===== config.mk =====
export PLATFORM = sky130hd
export DESIGN_NAME = csr_socket
export DESIGN_NICKNAME = d
export VERILOG_FILES = /design/src/core/csr_socket.v
export VERILOG_INCLUDE_DIRS = /design/src /design/src/core
export SDC_FILE = /design/constraint.sdc
export NUM_CORES = 1
export LEC_CHECK = 0
export BUFFER_PORTS_ARGS = -buffer_cell sky130_fd_sc_hd__buf_2
export CORE_MARGIN = 1.5
export CORE_UTILIZATION = 50
export DETAILED_ROUTE_END_ITERATION = 10
export GPL_ROUTABILITY_DRIVEN = 0
export PLACE_DENSITY = 0.81
export SLEW_MARGIN = 10
export SYNTH_ARGS = -nofsm -noshare
export SYNTH_HDL_FRONTEND = slang
export SYNTH_SLANG_ARGS = --single-unit

===== constraint.sdc =====
create_clock -name i_clk -period 7.05 [get_ports i_clk]
set_clock_uncertainty 0.1 [all_clocks]
set_input_delay 0.705 -clock i_clk [delete_from_list [all_inputs] [get_ports i_clk]]
set_output_delay 0.705 -clock i_clk [all_outputs]
set_load 0.1 [all_outputs]

===== src/core/csr_map.vh =====
`ifndef CSR_MAP_VH
`define CSR_MAP_VH

// Register indexes; the byte address is four times the index.
`define CSR_IDX_SETUP0 8'h3A
`define CSR_IDX_CMD0 8'h3B
`define CSR_IDX_REC0 8'h3C
`define CSR_IDX_SETUP1 8'h3D
`define CSR_IDX_CMD1 8'h3E
`define CSR_IDX_REC1 8'h3F
`define CSR_IDX_IOWIN 8'h50
`define CSR_IDX_CTRL 8'h51
`define CSR_IDX_STAT 8'h52

// Reset values.
`define CSR_RST_SETUP 8'h01
`define CSR_RST_CMD0 8'h05
`define CSR_RST_CMD1 8'h14
`define CSR_RST_REC 8'h00

// Timing register fields.
`define CSR_F_PRE_HI 7
`define CSR_F_PRE_LO 6
`define CSR_F_VAL_HI 5
`define CSR_F_VAL_LO 0

// Window control: timer set select for I/O window 0 and 1.
`define CSR_F_WIN0_SET 3
`define CSR_F_WIN1_SET 7

// Control fields.
`define CSR_F_ATA 0
`define CSR_F_RESET 1
`define CSR_F_LED 2
`define CSR_F_VU 3
`define CSR_F_MS 4
`define CSR_F_CSEL 5

// Socket clock divider and the resulting period.
`define CSR_CLK_NS 20
`define CSR_SOCK_DIV 2
`define CSR_TCP_NS (`CSR_SOCK_DIV * `CSR_CLK_NS)

`endif


===== src/core/csr_socket.v =====
`timescale 1ns/1ps
`include "csr_map.vh"

module csr_socket #(
  parameter AW = 8,
  parameter CAW = 26,
  parameter DW = 16
) (
  input wire i_clk,
  input wire i_reset_n,
  input wire [AW-1:0] i_avs_address,
  input wire i_avs_read,
  input wire i_avs_write,
  input wire [31:0] i_avs_writedata,
  output reg [31:0] o_avs_readdata,
  output wire o_avs_waitrequest,
  input wire i_cyc_req,
  input wire i_cyc_write,
  input wire i_cyc_io,
  input wire i_cyc_win,
  input wire [CAW-1:0] i_cyc_addr,
  input wire [DW-1:0] i_cyc_wdata,
  output wire o_cyc_ready,
  output reg o_cyc_done,
  output reg o_cyc_err,
  output reg [DW-1:0] o_cyc_rdata,
  output reg o_card_ce1_n,
  output reg o_card_ce2_n,
  output reg o_card_oe_n,
  output reg o_card_we_n,
  output reg o_card_iord_n,
  output reg o_card_iowr_n,
  output reg [CAW-1:0] o_card_addr,
  output reg [DW-1:0] o_card_d,
  output reg o_card_d_oe,
  input wire [DW-1:0] i_card_d,
  input wire i_card_wait_n,
  output reg o_card_reset,
  output reg o_card_spkr_n,
  output wire o_card_reg_n
);

  localparam ST_IDLE = 2'b00;
  localparam ST_SETUP = 2'b01;
  localparam ST_CMD = 2'b10;
  localparam ST_REC = 2'b11;

  // Turns a timing register into a length in socket clocks.
  // The widest setting, 63 weighted by 4096 plus one, still fits the 18-bit count.
  function [17:0] csr_len;
    input [7:0] r;
    reg [17:0] base;
    begin
      base = {12'h000, r[`CSR_F_VAL_HI:`CSR_F_VAL_LO]};
      case (r[`CSR_F_PRE_HI:`CSR_F_PRE_LO])
        2'b00: csr_len = base + 18'h00001;
        2'b01: csr_len = (base << 4) + 18'h00001;
        2'b10: csr_len = (base << 8) + 18'h00001;
        default: csr_len = (base << 12) + 18'h00001;
      endcase
    end
  endfunction

  // True on the last socket clock of a phase; shared by all three phases.
  function csr_last;
    input [17:0] c;
    begin
      csr_last = (c == 18'h00001);
    end
  endfunction

  reg [7:0] setup0_r;
  reg [7:0] setup1_r;
  reg [7:0] cmd0_r;
  reg [7:0] cmd1_r;
  reg [7:0] recovery_time_set0_r;
  reg [7:0] recovery_time_set1_r;
  reg [7:0] iowin_r;
  reg [5:0] ctrl_r;
  reg rd_ack_r;
  reg tick_r;
  reg [1:0] state_r;
  reg [1:0] state_nxt;
  reg [17:0] cnt_r;
  reg [17:0] cnt_nxt;
  reg set_r;
  reg wr_r;
  reg io_r;
  reg [CAW-1:0] addr_r;
  reg [DW-1:0] wdata_r;
  reg wait_meta_r;
  reg wait_n_r;
  reg [DW-1:0] d_meta_r;
  reg [DW-1:0] d_r;
  reg [7:0] setup_sel;
  reg [7:0] cmd_sel;
  reg [7:0] rec_sel;
  reg [31:0] rdata_nxt;
  wire ata;
  wire take;
  wire req_set;
  wire bus_rd;
  wire bus_wr;
  wire launch;
  wire pin_wr;
  wire [CAW-1:0] pin_addr;
  wire [DW-1:0] pin_wdata;

  assign ata = ctrl_r[`CSR_F_ATA];
  assign bus_rd = i_avs_read & ~i_avs_write;
  assign bus_wr = i_avs_write & ~i_avs_read;

  // Reads wait one cycle so read data come from a flip-flop; writes never wait.
  assign o_avs_waitrequest = bus_rd & ~rd_ack_r;

  // The DMA acknowledge role of this pin is not supported, so it stays idle.
  assign o_card_reg_n = 1'b1;

  // Register writes; timing changes reach the next phase load at once.
  // A rewrite while a cycle runs applies at the next phase load, so software should wait for idle.
  always @(posedge i_clk or negedge i_reset_n) begin
    if (!i_reset_n) begin
      setup0_r <= `CSR_RST_SETUP;
      setup1_r <= `CSR_RST_SETUP;
      cmd0_r <= `CSR_RST_CMD0;
      cmd1_r <= `CSR_RST_CMD1;
      recovery_time_set0_r <= `CSR_RST_REC;
      recovery_time_set1_r <= `CSR_RST_REC;
      iowin_r <= 8'h00;
      ctrl_r <= 6'h00;
    end else if (bus_wr) begin
      case (i_avs_address)
        `CSR_IDX_SETUP0: setup0_r <= i_avs_writedata[7:0];
        `CSR_IDX_CMD0: cmd0_r <= i_avs_writedata[7:0];
        `CSR_IDX_REC0: recovery_time_set0_r <= i_avs_writedata[7:0];
        `CSR_IDX_SETUP1: setup1_r <= i_avs_writedata[7:0];
        `CSR_IDX_CMD1: cmd1_r <= i_avs_writedata[7:0];
        `CSR_IDX_REC1: recovery_time_set1_r <= i_avs_writedata[7:0];
        `CSR_IDX_IOWIN: iowin_r <= i_avs_writedata[7:0];
        `CSR_IDX_CTRL: ctrl_r <= i_avs_writedata[5:0];
        default: ctrl_r <= ctrl_r;
      endcase
    end
  end

  // Read mux; unmapped indexes read as zero.
  always @* begin
    rdata_nxt = 32'h00000000;
    case (i_avs_address)
      `CSR_IDX_SETUP0: rdata_nxt[7:0] = setup0_r;
      `CSR_IDX_CMD0: rdata_nxt[7:0] = cmd0_r;
      `CSR_IDX_REC0: rdata_nxt[7:0] = recovery_time_set0_r;
      `CSR_IDX_SETUP1: rdata_nxt[7:0] = setup1_r;
      `CSR_IDX_CMD1: rdata_nxt[7:0] = cmd1_r;
      `CSR_IDX_REC1: rdata_nxt[7:0] = recovery_time_set1_r;
      `CSR_IDX_IOWIN: rdata_nxt[7:0] = iowin_r;
      `CSR_IDX_CTRL: rdata_nxt[5:0] = ctrl_r;
      `CSR_IDX_STAT: rdata_nxt[4:0] = {wait_n_r, ata, state_r, state_r != ST_IDLE};
      default: rdata_nxt = 32'h00000000;
    endcase
  end

  // Read data register and the one-cycle acknowledge.
  // A read dropped before its answer leaves the acknowledge high for one cycle; a read starting then gets that stale data at once.
  always @(posedge i_clk or negedge i_reset_n) begin
    if (!i_reset_n) begin
      rd_ack_r <= 1'b0;
      o_avs_readdata <= 32'h00000000;
    end else begin
      rd_ack_r <= bus_rd & ~rd_ack_r;
      if (bus_rd & ~rd_ack_r) begin
        o_avs_readdata <= rdata_nxt;
      end
    end
  end

  // Socket clock enable: one pulse every two bus clocks.
  // Running from reset puts the first ready at the first clock edge.
  always @(posedge i_clk or negedge i_reset_n) begin
    if (!i_reset_n) begin
      tick_r <= 1'b0;
    end else begin
      tick_r <= ~tick_r;
    end
  end

  // Wait and card data come from the socket, so they are synchronised first.
  // The data bus is only latched on the last tick of the command strobe, which can be its first tick at the shortest command setting.
  always @(posedge i_clk or negedge i_reset_n) begin
    if (!i_reset_n) begin
      wait_meta_r <= 1'b1;
      wait_n_r <= 1'b1;
      d_meta_r <= {DW{1'b0}};
      d_r <= {DW{1'b0}};
    end else begin
      wait_meta_r <= i_card_wait_n;
      wait_n_r <= wait_meta_r;
      d_meta_r <= i_card_d;
      d_r <= d_meta_r;
    end
  end

  // A new cycle is taken only on a socket clock edge while idle.
  assign o_cyc_ready = (state_r == ST_IDLE) & tick_r;
  assign take = i_cyc_req & o_cyc_ready;
  assign req_set = i_cyc_win ? iowin_r[`CSR_F_WIN1_SET] : iowin_r[`CSR_F_WIN0_SET];

  // A memory request in ATA mode is refused outright, so it never loads the cycle registers.
  assign launch = take & ~(ata & ~i_cyc_io);

  // At the launch edge the captured copies still hold the previous cycle, so the
  // pins take the request itself; otherwise a stale chip select would flash for a clock.
  assign pin_wr = launch ? i_cyc_write : wr_r;
  assign pin_addr = launch ? i_cyc_addr : addr_r;
  assign pin_wdata = launch ? i_cyc_wdata : wdata_r;

  // Live timing registers of the selected set, read at every phase load.
  always @* begin
    setup_sel = (take ? req_set : set_r) ? setup1_r : setup0_r;
    cmd_sel = set_r ? cmd1_r : cmd0_r;
    rec_sel = set_r ? recovery_time_set1_r : recovery_time_set0_r;
  end

  // Cycle sequencer: setup, command, then recovery after the strobe.
  always @* begin
    state_nxt = state_r;
    cnt_nxt = cnt_r;
    case (state_r)
      ST_IDLE: begin
        if (launch) begin
          state_nxt = ST_SETUP;
          cnt_nxt = csr_len(setup_sel);
        end
      end
      ST_SETUP: begin
        if (tick_r) begin
          if (csr_last(cnt_r)) begin
            state_nxt = ST_CMD;
            cnt_nxt = csr_len(cmd_sel);
          end else begin
            cnt_nxt = cnt_r - 18'h00001;
          end
        end
      end
      ST_CMD: begin
        // A low wait (IOCHRDY in ATA mode) freezes the command count.
        if (tick_r && wait_n_r) begin
          if (csr_last(cnt_r)) begin
            state_nxt = ST_REC;
            cnt_nxt = csr_len(rec_sel);
          end else begin
            cnt_nxt = cnt_r - 18'h00001;
          end
        end
      end
      ST_REC: begin
        if (tick_r) begin
          if (csr_last(cnt_r)) begin
            state_nxt = ST_IDLE;
          end else begin
            cnt_nxt = cnt_r - 18'h00001;
          end
        end
      end
      default: state_nxt = ST_IDLE;
    endcase
  end

  // Sequencer registers, request capture and completion pulses.
  always @(posedge i_clk or negedge i_reset_n) begin
    if (!i_reset_n) begin
      state_r <= ST_IDLE;
      cnt_r <= 18'h00000;
      set_r <= 1'b0;
      wr_r <= 1'b0;
      io_r <= 1'b0;
      addr_r <= {CAW{1'b0}};
      wdata_r <= {DW{1'b0}};
      o_cyc_done <= 1'b0;
      o_cyc_err <= 1'b0;
      o_cyc_rdata <= {DW{1'b0}};
    end else begin
      state_r <= state_nxt;
      cnt_r <= cnt_nxt;
      // Memory cycles are refused in ATA mode and never touch the socket.
      o_cyc_err <= take & ata & ~i_cyc_io;
      o_cyc_done <= (state_r == ST_REC) & (state_nxt == ST_IDLE);
      // Only a launched cycle is captured, so a refused one leaves the pins alone.
      if (launch) begin
        set_r <= req_set;
        wr_r <= i_cyc_write;
        io_r <= i_cyc_io;
        addr_r <= i_cyc_addr;
        wdata_r <= i_cyc_wdata;
      end
      if (state_r == ST_CMD && state_nxt == ST_REC && !wr_r) begin
        o_cyc_rdata <= d_r;
      end
    end
  end

  // Socket pins are registered from the next state so strobes never glitch.
  always @(posedge i_clk or negedge i_reset_n) begin
    if (!i_reset_n) begin
      o_card_ce1_n <= 1'b1;
      o_card_ce2_n <= 1'b1;
      o_card_oe_n <= 1'b1;
      o_card_we_n <= 1'b1;
      o_card_iord_n <= 1'b1;
      o_card_iowr_n <= 1'b1;
      o_card_addr <= {CAW{1'b0}};
      o_card_d <= {DW{1'b0}};
      o_card_d_oe <= 1'b0;
      o_card_reset <= 1'b0;
      o_card_spkr_n <= 1'b1;
    end else begin
      o_card_iord_n <= ~(state_nxt == ST_CMD & io_r & ~wr_r);
      o_card_iowr_n <= ~(state_nxt == ST_CMD & io_r & wr_r);
      o_card_d <= pin_wdata;
      o_card_d_oe <= (state_nxt != ST_IDLE) & pin_wr;
      if (ata) begin
        o_card_oe_n <= 1'b0;
        o_card_we_n <= 1'b1;
        o_card_ce1_n <= ~(state_nxt != ST_IDLE & ~pin_addr[9]);
        o_card_ce2_n <= ~(state_nxt != ST_IDLE & pin_addr[9]);
        // Unused address lines sit at zero so they do not toggle under the disk.
        o_card_addr <= {CAW{1'b0}};
        o_card_addr[9] <= ~(state_nxt != ST_IDLE & pin_addr[9]);
        o_card_addr[2:0] <= pin_addr[2:0];
        o_card_addr[23] <= ctrl_r[`CSR_F_VU];
        o_card_addr[24] <= ctrl_r[`CSR_F_MS];
        o_card_addr[25] <= ctrl_r[`CSR_F_CSEL];
        o_card_reset <= ~ctrl_r[`CSR_F_RESET];
        o_card_spkr_n <= ~ctrl_r[`CSR_F_LED];
      end else begin
        o_card_oe_n <= ~(state_nxt == ST_CMD & ~io_r & ~wr_r);
        o_card_we_n <= ~(state_nxt == ST_CMD & ~io_r & wr_r);
        o_card_ce1_n <= ~(state_nxt != ST_IDLE);
        o_card_ce2_n <= ~(state_nxt != ST_IDLE);
        o_card_addr <= pin_addr;
        o_card_reset <= ctrl_r[`CSR_F_RESET];
        o_card_spkr_n <= 1'b1;
      end
    end
  end

endmodule // csr_socket


; ---- Word level (Yosys, flattened, before mapping)
; Cells that the tools add are included.
; Widths: inputs -> output; s select.
[word_totals]
register_bits = 224
latch_bits = 0
ramBits = 0
rom_bits = 0
in_bits = 107
out_inout_bits = 104
word_cells = 167
n_memories = 0
[classes]
addsub = 13
multipliers = 0
div_mod_pow = 0
order_cmp = 0
n_eq_ne = 26
n_shift = 0
n_mux = 36
bitwise = 37
reduce_logical = 20
[op_table]
columns = cell, n
row1 = $pmux 18 s3, 3
row2 = $mux 18, 7
row3 = $pmux 18 s4, 1
row4 = $add 18x1->18 const B, 3
row5 = $mux 26, 2
row6 = $eq 8x6->1 const B, 6
row7 = $add 14x1->15 const B, 3
row8 = $pmux 5 s9, 1
row9 = $add 10x1->11 const B, 3
row10 = $eq 8x7->1 const B, 3
row11 = $mux 8, 3
row12 = $add 6x1->7 const B, 3
row13 = $and 1x1->1, 19
row14 = $eq 18x1->1 const B, 1
row15 = $not 1->1, 18
row16 = $sub 18x1->18 const B, 1
row17 = $reduce_and 2->1, 8
row18 = $eq 2x2->1 const B, 7
row19 = $mux 2, 7
row20 = $pmux 2 s7, 1
row21 = $logic_not 2->1, 5
row22 = $ne 2x2->1 const B, 5
row23 = $mux 1, 9
row24 = $eq 2x1->1 const B, 4
row25 = 6 further kinds, 9

; ---- Logic depth before layout (Yosys ltp)
; Gate-level depths: netlist of the first run.
[logic_depth]
depth_word = 11
mapped_depth = 12
ltp_nobuf = 11

; ---- Worst setup path before layout of the first run
; No wires, ideal clock.
[synth_path]
path_kind = input-to-reg
startpoint = input i_cyc_req
endpoint = register cnt_r[6]
setup_ns = 0.087
arrival_ns = 3.367
required_time_ns = 6.863
path_slack_ns = 3.496
stages = 11
path_buffers = 1
cell_sequence = and4bb_2 > mux2i_1 > buf_2 > mux2_2 > inv_1 > ha_1 > nand2_1 > or4b_1 > a311oi_1 > o21ai_0 > o211ai_1
[synth_between]
elab_chain_cells = 7
[synth_lines]
columns = element, line
row1 = start: declaration, csr_socket.v:17  ; input wire i_cyc_req,
row2 = $and 1x1->1 *, csr_socket.v:205  ; assign take = i_cyc_req & o_cyc_ready;
row3 = $mux 1, csr_socket.v:219  ; setup_sel = (take ? req_set : set_r) ? setup1_r : setup0_r;
row4 = $mux 8, csr_socket.v:219
row5 = "$add 10x1->11, or another cell as far along", csr_socket.v:57  ; 2'b01: csr_len = (base << 4) + 18'h00001;
row6 = $pmux 18 s3, csr_socket.v:55  ; case (r[`CSR_F_PRE_HI:`CSR_F_PRE_LO])
row7 = $mux 18, csr_socket.v:230  ; if (launch) begin
row8 = $pmux 18 s4, csr_socket.v:228  ; case (state_r)
row9 = end signal: assignment, csr_socket.v:284  ; cnt_r <= cnt_nxt;
row10 = end: declaration, csr_socket.v:84  ; reg [17:0] cnt_r;
; Every way passes the cells marked *; elsewhere a longest branch is shown, timed or not. The select of a mux whose other input is x is not followed.
; A chain may end at the register's enable or synchronous reset.

; ---- Final worst setup path of the first run
[layout_path]
startpoint = register state_r[0]
endpoint = register cnt_r[6]
[layout_between]
elab_chain_cells = 9
[layout_lines]
columns = element, line
row1 = start: declaration, csr_socket.v:82  ; reg [1:0] state_r;
row2 = start signal: assignment, csr_socket.v:283  ; state_r <= state_nxt;
row3 = $logic_not 2->1, n/a
row4 = $and 1x1->1, csr_socket.v:204  ; assign o_cyc_ready = (state_r == ST_IDLE) & tick_r;
row5 = $and 1x1->1, csr_socket.v:205
row6 = $mux 1, csr_socket.v:219
row7 = $mux 8, csr_socket.v:219
row8 = "$add 10x1->11, or another cell as far along", csr_socket.v:57
row9 = $pmux 18 s3, csr_socket.v:55
row10 = $mux 18, csr_socket.v:230
row11 = $pmux 18 s4, csr_socket.v:228
; Several ways; a longest one is shown, not always the timed one. The select of a mux whose other input is x is not followed.

==> flow_summary.json, run 1 <==
{
  "hold_slack_ns": 0.0811,
  "async_reset_ff_share_pct": 100,
  "rows": 53,
  "syn2layout_area_growth_pct": 15.8,
  "cts_hold_buf": 0,
  "cts_sinks": 221,
  "tightestPinTransition_ns": 0.822,
  "grt_pass1_vias": 8144,
  "synth_most_common_cell": "dfrtp_1",
  "cp_slowest_cell": "dfrtp_1",
  "cts_tree": "done",
  "syn_avg_cell_area_um2": 11.8,
  "numPortBuffers": 161,
  "wirelength_um": 27000,
  "layout-drive-gt1-share_pct": 34.1,
  "ios": 211,
  "core_area_mm2": 0.0211,
  "numCtsBuffers": 23,
  "synth_area_mm2": 0.0108,
  "yosysWarnings": 0,
  "instances_no_fill": 1357,
  "drcViolationCount": 0,
  "htree_levels": 1,
  "grt_use_total_pct": 24.4,
  "die_area_mm2": 0.0225,
  "overflow": 0,
  "cts-root-buf": "clkbuf_16",
  "cp.arrival_ns": 4.18,
  "nets": 1185,
  "crit_family": "simple AND/OR/NAND/NOR gates",
  "grt_pass1_wl_um": 43000,
  "hold_viol_final": 0,
  "avgViaCountPerCell": 5.98,
  "synth_cell_types": 79,
  "fin_crit_ns": 3.86,
  "dpl.hpwl_um": 19100,
  "critPathCaptureType": "register",
  "maxCapViolations": 0,
  "antenna_left": 0,
  "dr.first_iter.drc_count": 721,
  "syn_inst": 916,
  "floorplan.initialDensity_pct": 51.2,
  "post-cts-setup-buffers": 0,
  "synth_seq_cells": 221,
  "ys_seq_area_share_pct": 51.4,
  "finalMaxSlewViolations": 0,
  "path_cells": "and4bb_2 > mux2i_1 > buf_4 > mux2_2 > inv_1 > ha_1 > nand2_1 > or4b_1 > a311oi_1 > o21ai_0 > o211ai_1",
  "crit_fanout": 21,
  "wl_per_cell_um": 19.9,
  "startpoint_type": "register",
  "ys.flop_type": "dfrtp_1",
  "synth_area_leaders": "dfrtp_1 48%, mux2_2 12%, dfstp_2 3.6%",
  "max_slew_margin_pct": 45.0,
  "rsz0062_at_grt": "no",
  "final.setup.tns_ns": 0,
  "dr.pass1.iters": 5,
  "path_class": "register to register",
  "grt_max_degree": 108,
  "place_inst": 1311,
  "setup_viol": 0,
  "outcome": "finished, final reports clean",
  "yosysTopAreaCellShare_pct": 47.7,
  "synth_edf_count": 0,
  "cts_resized": 0,
  "layout_worst_path_cycle_share_pct": 54.8,
  "die_x_um": 150,
  "total_power_uw": 2730,
  "synth_top_cell_by_area": "dfrtp_1",
  "worst_skew_pair.late_latency_ns": 0.52,
  "vias": 8109,
  "synth_common_cells": "206 x dfrtp_1, 119 x mux2_2, 49 x nand2_1",
  "clockBufferDepth": 3,
  "vdd_drop_max_mv": 0.137,
  "die_h_um": 150,
  "cts.reportedPaths.clkPinSlew_ns": 0.06,
  "power.static_leakage_uw": 0.00606,
  "path_buf_inv": 2,
  "powerDensity_mw_per_mm2": 218,
  "fill_cells": 1675,
  "antenna_found_initial": 5,
  "required_ns": 7.37,
  "hp-class": "input pin to asynchronous set/reset pin",
  "max_stage_delay_ns": 0.67,
  "fmax_mhz": 259
}
-- layer usage --
metal  vias up  wire length (um)  GRT usage, %
li1       3595                 -             -
met4         2              1190          10.5
met2       437             12900          39.4
met5         -                 7             0
met3       111              1940          4.05
met1      3964             10900          32.5
-- path summary, 6_finish.rpt --
path / from / end / slack, ns / cells after the start
worst max-delay path: state_r[0]$_DFF_PN0_ / cnt_r[6]$_DFFE_PN0P_ / 3.19 / 11
worst min-delay path: i_reset_n / wdata_r[4]$_DFFE_PN0P_ / 0.08 / 1
worst max register to register: state_r[0]$_DFF_PN0_ / cnt_r[6]$_DFFE_PN0P_ / 3.19 / 11
worst min register to register: d_meta_r[15]$_DFF_PN0_ / d_r[15]$_DFF_PN0_ / 0.25 / 0
max in group asynchronous: i_reset_n / cnt_r[11]$_DFFE_PN0P_ / 5.40 / 2
min in group i_clk: i_card_d[0] / d_meta_r[0]$_DFF_PN0_ / 0.19 / 1
-- sequential cells by signal, summed over array words and instances (netlist names), 16 cells and up --
| signal | cells |
|---|---|
| addr_r | 23 |
| cnt_r | 18 |
| d_meta_r | 16 |
| d_r | 16 |
| o_card_addr | 26 |
| o_cyc_rdata | 16 |
| wdata_r | 16 |
-- power breakdown --
part / leakage (uW) / switching [uW] / internal (uW)
sequential: 0.00291 / 14.4 / 1290
combinational: 0.00277 / 135 / 40.8
clock: 0.000376 / 500 / 746
total: 0.00606 / 650 / 2080
-- cells in the final DEF, fill, tap and decap left out, drive strengths merged, types with 5 or more instances in the layout --
master,n
ha,17
nor3b,6
mux2i,32
mux4,5
or4,7
buf,170
a31oi,7
nor3,18
o31ai,5
a211oi,11
dfrtp,206
mux2,129
a221oi,6
a221o,8
nand3,25
xor2,5
nand4,8
o221ai,5
nand2,49
inv,32
or3,6
a22o,7
o21ai,40
clkbuf,34
nand2b,7
nor2,36
xnor2,10
conb,25
a21o,5
o22ai,19
nor2b,8
a21oi,21
dfstp,15
a22oi,10
and2,26
nor4,5
-- kinds of logic (layout without fill, tap and decap cells) --
family          after synthesis  after routing  share of synthesized area [%]
mux                         166            166                           17.5
compound gates              168            168                           10.9
fa+ha+maj                    18             18                           2.07
flops                       221            221                           51.4
xor+xnor                     15             15                           1.22
buf+inv                     103            242                           4.93
other cells                   2             29                         0.0695
simple gates                223            223                           12.0
-- cell type report --
type	instances	area (um2)	area share, %
Sequential cell	221	5550	44.4
Multi-Input combinational cell	615	4810	38.5
Timing Repair Buffer	170	883	7.06
Clock buffer	34	677	5.41
Tap cell	275	344	2.75
Clock inverter	8	119	0.951
Inverter	30	113	0.901
Antenna cell	4	10.0	0.0800
-- metrics by stage --
stage	instance area, um2	worst slack, ns	util, %
after floorplan	10900	3.50	-
after global placement	11700	3.37	55.5
after detailed placement	11700	3.30	55.5
after CTS	12500	3.25	59.3
after global routing	12500	2.97	59.3
final	12500	3.19	59.3
(Power assumes the default switching activity.)
==> run 2, diff against run 1 <==
--- a/config.mk
+++ b/config.mk
@@ -6,6 +6,7 @@
 export SDC_FILE = /design/constraint.sdc
 export NUM_CORES = 1
 export LEC_CHECK = 0
+export ABC_AREA = 1
 export BUFFER_PORTS_ARGS = -buffer_cell sky130_fd_sc_hd__buf_2
 export CORE_MARGIN = 1.5
 export CORE_UTILIZATION = 50
==> constraint.sdc (replaced) <==
create_clock -name i_clk -period 3.7 [get_ports i_clk]
set_clock_uncertainty 0.1 [all_clocks]
set_input_delay 0.37 -clock i_clk [delete_from_list [all_inputs] [get_ports i_clk]]
set_output_delay 0.37 -clock i_clk [all_outputs]
set_load 0.1 [all_outputs]
==> flow_summary.json, run 2 <==
{
  "htree_levels": 1,
  "dr.pass1.iters": 6,
  "critPathCaptureType": "register",
  "cp.arrival_ns": 3.32,
  "syn_inst": 1240,
  "fill_cells": 1743,
  "hold_viol_final": 0,
  "die_area_mm2": 0.0223,
  "yosysTopAreaCellShare_pct": 48.2,
  "setup_viol": 0,
  "antenna_left": 0,
  "core_area_mm2": 0.0210,
  "total_power_uw": 9410,
  "layout_commonest_cell": "nand2_1",
  "hp-class": "input pin to register",
  "top_register": "o_card_addr",
  "synth_area_mm2": 0.0107,
  "required_ns": 3.97,
  "synth_top_cell_by_area": "dfrtp_1",
  "wl_per_cell_um": 16.0,
  "syn_avg_cell_area_um2": 8.62,
  "fin_crit_ns": 3.05,
  "outcome": "finished, final reports clean",
  "multi_input_area_mm2": 0.00425,
  "synth_edf_count": 0,
  "numPortBuffers": 161,
  "max_slew_margin_pct": 49.2,
  "rows": 53,
  "maxCapViolations": 0,
  "powerDensity_mw_per_mm2": 736,
  "grt_pass1_wl_um": 44600,
  "diodes": 0,
  "async_reset_ff_share_pct": 100,
  "wl_met1_um": 11200,
  "power.static_leakage_uw": 0.00630,
  "cts_resized": 0,
  "antenna_found_initial": 0,
  "ys_seq_area_share_pct": 51.9,
  "wirelength_um": 27700,
  "dr.first_iter.drc_count": 1014,
  "largest_reg_flops": 26,
  "crit_fanout": 12,
  "startpoint_type": "register",
  "rsz0062_at_grt": "no",
  "vdd_drop_max_mv": 0.607,
  "vias": 9186,
  "tightestPinTransition_ns": 0.759,
  "ys.flop_type": "dfrtp_1",
  "final_cell_mix": "311 x nand2_1, 206 x dfrtp_1, 160 x buf_2",
  "met3WireLength_um": 1860,
  "drcViolationCount": 0,
  "cts.reportedPaths.clkPinSlew_ns": 0.06,
  "ios": 211,
  "cts_tree": "done",
  "syn2layout_area_growth_pct": 19.6,
  "grt_use_total_pct": 25.3,
  "dr.max_layer_used": "met4",
  "clockBufferDepth": 3,
  "grt_pass1_vias": 8924,
  "fmax_mhz": 327,
  "post-cts-setup-buffers": 0,
  "synth_most_common_cell": "nand2_1",
  "synth_area_leaders": "dfrtp_1 48%, nand2_1 11%, o21ai_0 6.6%",
  "dpl.hpwl_um": 19400,
  "floorplan.initialDensity_pct": 50.9,
  "nets": 1559,
  "reg.largest.list": "o_card_addr (26), addr_r (23), cnt_r (18)",
  "layout_worst_path_cycle_share_pct": 82.6,
  "synth_seq_cells": 221,
  "die_x_um": 149,
  "final.setup.tns_ns": 0,
  "cts_hold_buf": 38,
  "finalMaxSlewViolations": 0,
  "grt_max_degree": 86,
  "avgViaCountPerCell": 5.32,
  "worst_skew_pair.late_latency_ns": 0.52,
  "cts_sinks": 221,
  "cts-root-buf": "clkbuf_16",
  "synth_cell_types": 51,
  "ff_latch_area_mm2": 0.00555,
  "overflow": 0,
  "die_h_um": 149,
  "numCtsBuffers": 23,
  "yosysWarnings": 0,
  "layout-drive-gt1-share_pct": 20.6,
  "path_class": "register to register",
  "wl_met2_um": 13100,
  "synth_common_cells": "311 x nand2_1, 206 x dfrtp_1, 149 x inv_1"
}
## run 2: cell types whose count changed in the layout (fill, tap and decap cells not counted), sizes merged, moves of 21 or more
| cell | change |
|---|---|
| nand2 | +276 |
| inv | +129 |
| o21ai | +117 |
| mux2 | -91 |
| nor2 | +69 |
| dlygate4sd3 | +38 |
| mux2i | -32 |
| and2 | -26 |
| nand3 | +21 |
## run 2: worst max-delay path, stage by stage (launching register included)
cell and delay (ns):
dfrtp_1 0.46, nor2_1 0.13, buf_4 0.20, nand3_2 0.19, nand2_2 0.15, nand2_2 0.18, o21ai_0 0.48, ha_1 0.35
inv_1 0.13, nand2_1 0.15, o221ai_1 0.16, nand3_1 0.11, o21ai_0 0.10
## run 2: worst paths after layout
check	cells after the start	slack [ns]	to	start
max	12	0.65	cnt_r[12]$_DFFE_PN0P_	state_r[1]$_DFF_PN0_
min	2	0.02	addr_r[25]$_DFF_PN0_	i_cyc_addr[25]
max reg2reg	12	0.65	cnt_r[12]$_DFFE_PN0P_	state_r[1]$_DFF_PN0_
min reg2reg	0	0.25	d_r[8]$_DFF_PN0_	d_meta_r[8]$_DFF_PN0_
max in group asynchronous	3	2.27	o_card_ce1_n$_DFF_PN1_	i_reset_n
min in group asynchronous	2	0.35	cnt_r[8]$_DFFE_PN0P_	i_reset_n
## run 2: area by class of cell
| type | count | area share [%] |
|---|---|---|
| inverters | 162 | 4.78 |
| well taps | 275 | 2.69 |
| clock buffers | 36 | 5.35 |
| flip-flops and latches | 221 | 43.4 |
| clock inverters | 6 | 0.685 |
| repair buffers | 206 | 9.87 |
| multi-input cells | 821 | 33.2 |
## run 2: layer usage
| layer | vias up | GRT usage (%) |
|---|---|---|
| met5 | - | 0 |
| met4 | 0 | 13.3 |
| met3 | 114 | 3.55 |
| met2 | 450 | 41.4 |
| met1 | 4292 | 32.7 |
| li1 | 4330 | - |
## run 2: cell families (layout without fill, tap and decap cells)
| kind of cell | after synthesis | count (layout) | synth area share, % |
|---|---|---|---|
| AOI/OAI and AO/OA | 227 | 227 | 11.6 |
| xor gates and xnor gates | 11 | 11 | 0.901 |
| adders and majority gates | 17 | 17 | 1.99 |
| buffers and inverters | 221 | 410 | 9.19 |
| DFF | 221 | 221 | 51.9 |
| muxes | 38 | 38 | 4.35 |
| other | 2 | 25 | 0.0702 |
| and+or+nand+nor | 503 | 503 | 20.0 |
## run 2: where the power goes
part	switching [uW]	leakage [uW]	internal, uW
registers	272	0.00274	2920
logic	3090	0.00318	772
clock network	940	0.000380	1410
total	4300	0.00630	5110
## run 2: per-stage QoR
step	utilization (%)	area, um2	setup slack, ns	hold slack (ns)	std cells
2_1_floorplan	-	10800	0.926	-0.0256	1263
3_3_place_gp	55.3	11600	0.874	0.231	1647
3_5_place_dp	55.3	11600	0.735	0.235	1647
4_1_cts	60.8	12800	0.734	0.00599	1727
5_1_grt	60.8	12800	0.375	0.0130	1727
6_report	60.8	12800	0.645	0.0187	1727
==> run 3, diff against run 2 <==
--- a/config.mk
+++ b/config.mk
@@ -12,7 +12,7 @@
 export CORE_UTILIZATION = 50
 export DETAILED_ROUTE_END_ITERATION = 10
 export GPL_ROUTABILITY_DRIVEN = 0
-export PLACE_DENSITY = 0.81
+export PLACE_DENSITY = 0.84
 export SLEW_MARGIN = 10
 export SYNTH_ARGS = -nofsm -noshare
 export SYNTH_HDL_FRONTEND = slang
==> constraint.sdc (replaced) <==
create_clock -name i_clk -period 2.5 [get_ports i_clk]
set_clock_uncertainty 0.1 [all_clocks]
set_input_delay 0.25 -clock i_clk [delete_from_list [all_inputs] [get_ports i_clk]]
set_output_delay 0.25 -clock i_clk [all_outputs]
set_load 0.1 [all_outputs]
==> flow_summary.json, run 3 (same netlist as run 2, synthesis figures left out) <==
{
  "outcome": "finished, final reports clean",
  "numPortBuffers": 161,
  "tightestPinTransition_ns": 0.614,
  "dpl.hpwl_um": 20100,
  "grt_pass1_vias": 9514,
  "max_slew_margin_pct": 59.1,
  "startpoint_type": "register",
  "antenna_found_initial": 0,
  "cts-root-buf": "clkbuf_16",
  "grt_max_degree": 74,
  "fin_crit_ns": 2.39,
  "r2r_cells": 13,
  "ios": 211,
  "reg2reg_from": "state_r[1]$_DFF_PN0_",
  "crit_fanout": 6,
  "avgViaCountPerCell": 5.48,
  "hp-class": "input pin to register",
  "wl_per_cell_um": 17.2,
  "layout_commonest_cell": "nand2_1",
  "reg.largest.list": "o_card_addr (26), addr_r (23), cnt_r (18)",
  "finalMaxSlewViolations": 0,
  "layout-drive-gt1-share_pct": 22.8,
  "antenna_left": 0,
  "diodes": 0,
  "drcViolationCount": 0,
  "power.static_leakage_uw": 0.00652,
  "dr.pass1.iters": 6,
  "path_class": "register to register",
  "critPathCaptureType": "register",
  "min_to": "addr_r[17]$_DFF_PN0_",
  "floorplan.initialDensity_pct": 50.9,
  "fill_cells": 1635,
  "required_ns": 2.79,
  "cts_tree": "done",
  "setup_viol": 0,
  "htree_levels": 1,
  "grt_pass1_wl_um": 48300,
  "post-route-util_pct": 63.3,
  "clockBufferDepth": 3,
  "vias": 9698,
  "rows": 53,
  "numCtsBuffers": 23,
  "setup_ws_ns": 0.112,
  "dr.first_iter.drc_count": 944,
  "layout_worst_path_cycle_share_pct": 95.5,
  "largest_reg_flops": 26,
  "die_x_um": 149,
  "vdd_drop_max_mv": 1.29,
  "die_h_um": 149,
  "final_cell_mix": "308 x nand2_1, 204 x dfrtp_1, 160 x buf_2",
  "startpoint": "state_r[1]$_DFF_PN0_",
  "powerDensity_mw_per_mm2": 1080,
  "die_area_mm2": 0.0223,
  "cp.arrival_ns": 2.68,
  "maxCapViolations": 0,
  "cts_sinks": 221,
  "core_area_mm2": 0.0210,
  "hold_path_depth": 5,
  "syn2layout_area_growth_pct": 24.4,
  "wirelength_um": 30500,
  "hold_viol_final": 0,
  "nets": 1603,
  "worst_skew_pair.late_latency_ns": 0.53,
  "hold_slack_ns": 0.00677,
  "min_from": "i_cyc_addr[17]",
  "final.setup.tns_ns": 0,
  "reg2reg_to": "cnt_r[12]$_DFFE_PN0P_",
  "rrSetupSlack_ns": 0.11,
  "cts.reportedPaths.clkPinSlew_ns": 0.06,
  "place_worst_setup_slack_ns": 0.0142,
  "top_register": "o_card_addr",
  "overflow": 0,
  "fmax_mhz": 419,
  "grt_use_total_pct": 27.6
}
## run 3: where the power goes
part | leakage (uW) | switching [uW] | total, uW | internal [uW]
clock | 0.000395 | 1460 | 3640 | 2180
combinational | 0.00338 | 4720 | 6000 | 1280
sequential | 0.00274 | 408 | 4740 | 4330
total | 0.00652 | 6590 | 14400 | 7790
## run 3: layout make-up
type                            instances  area, um2  share of cell area (%)
Sequential cell                       221       5550                    41.7
Multi-Input combinational cell        821       4290                    32.3
Timing Repair Buffer                  250       1690                    12.7
Clock buffer                           36        714                    5.37
Inverter                              162        611                    4.59
Tap cell                              275        344                    2.59
Clock inverter                          6        100                   0.752
## run 3: metrics by stage
stage,std cells,power (uW),cell area (um2)
final,1771,14400,13300
after global routing,1771,15000,13300
after CTS,1771,14300,13300
after detailed placement,1669,10500,11900
after global placement,1669,10400,11900
after floorplan,1263,9410,10800
## run 3: critical path, cell delays in order, from the launching register on
cell and delay (ns):
dfrtp_2 0.46, inv_2 0.11, nand2_4 0.07, nor2_4 0.15
nand3_2 0.18, nand2_4 0.16, nand2_2 0.06, o21ai_2 0.10
ha_2 0.31, inv_2 0.09, nand2_2 0.10, o221ai_1 0.16
nand3_1 0.11, o21ai_0 0.09
## run 3: what timing repair did
action | 4_1_cts | 5_1_grt
setup buffers | 0 | 0
hold endpoints to repair | 145 | 0
hold buffers | 60 | 0
setup endpoints to repair | 1 | 14
gates resized for setup | 1 | 11
## run 3: how the worst max path moves through the flow
stage,depth (start not counted),slack [ns],to
6_report,13,0.11,cnt_r[12]$_DFFE_PN0P_
5_1_grt,13,-0.003,cnt_r[12]$_DFFE_PN0P_
4_1_cts,12,0.07,cnt_r[6]$_DFFE_PN0P_
3_5_place_dp,14,0.01,cnt_r[2]$_DFFE_PN0P_
3_3_place_gp,14,0.09,cnt_r[2]$_DFFE_PN0P_
2_1_floorplan,15,-0.09,cnt_r[2]$_DFFE_PN0P_
## run 3: layer usage
metal | track usage, % | up-vias | share of wire, % | wire length (um)
met4 | 16.0 | 0 | 5.9 | 1810
li1 | - | 4410 | - | -
met1 | 33.5 | 4560 | 37 | 11400
met3 | 4.77 | 147 | 8.1 | 2470
met2 | 46.3 | 581 | 49 | 14800
met5 | 0 | - | 0 | 0
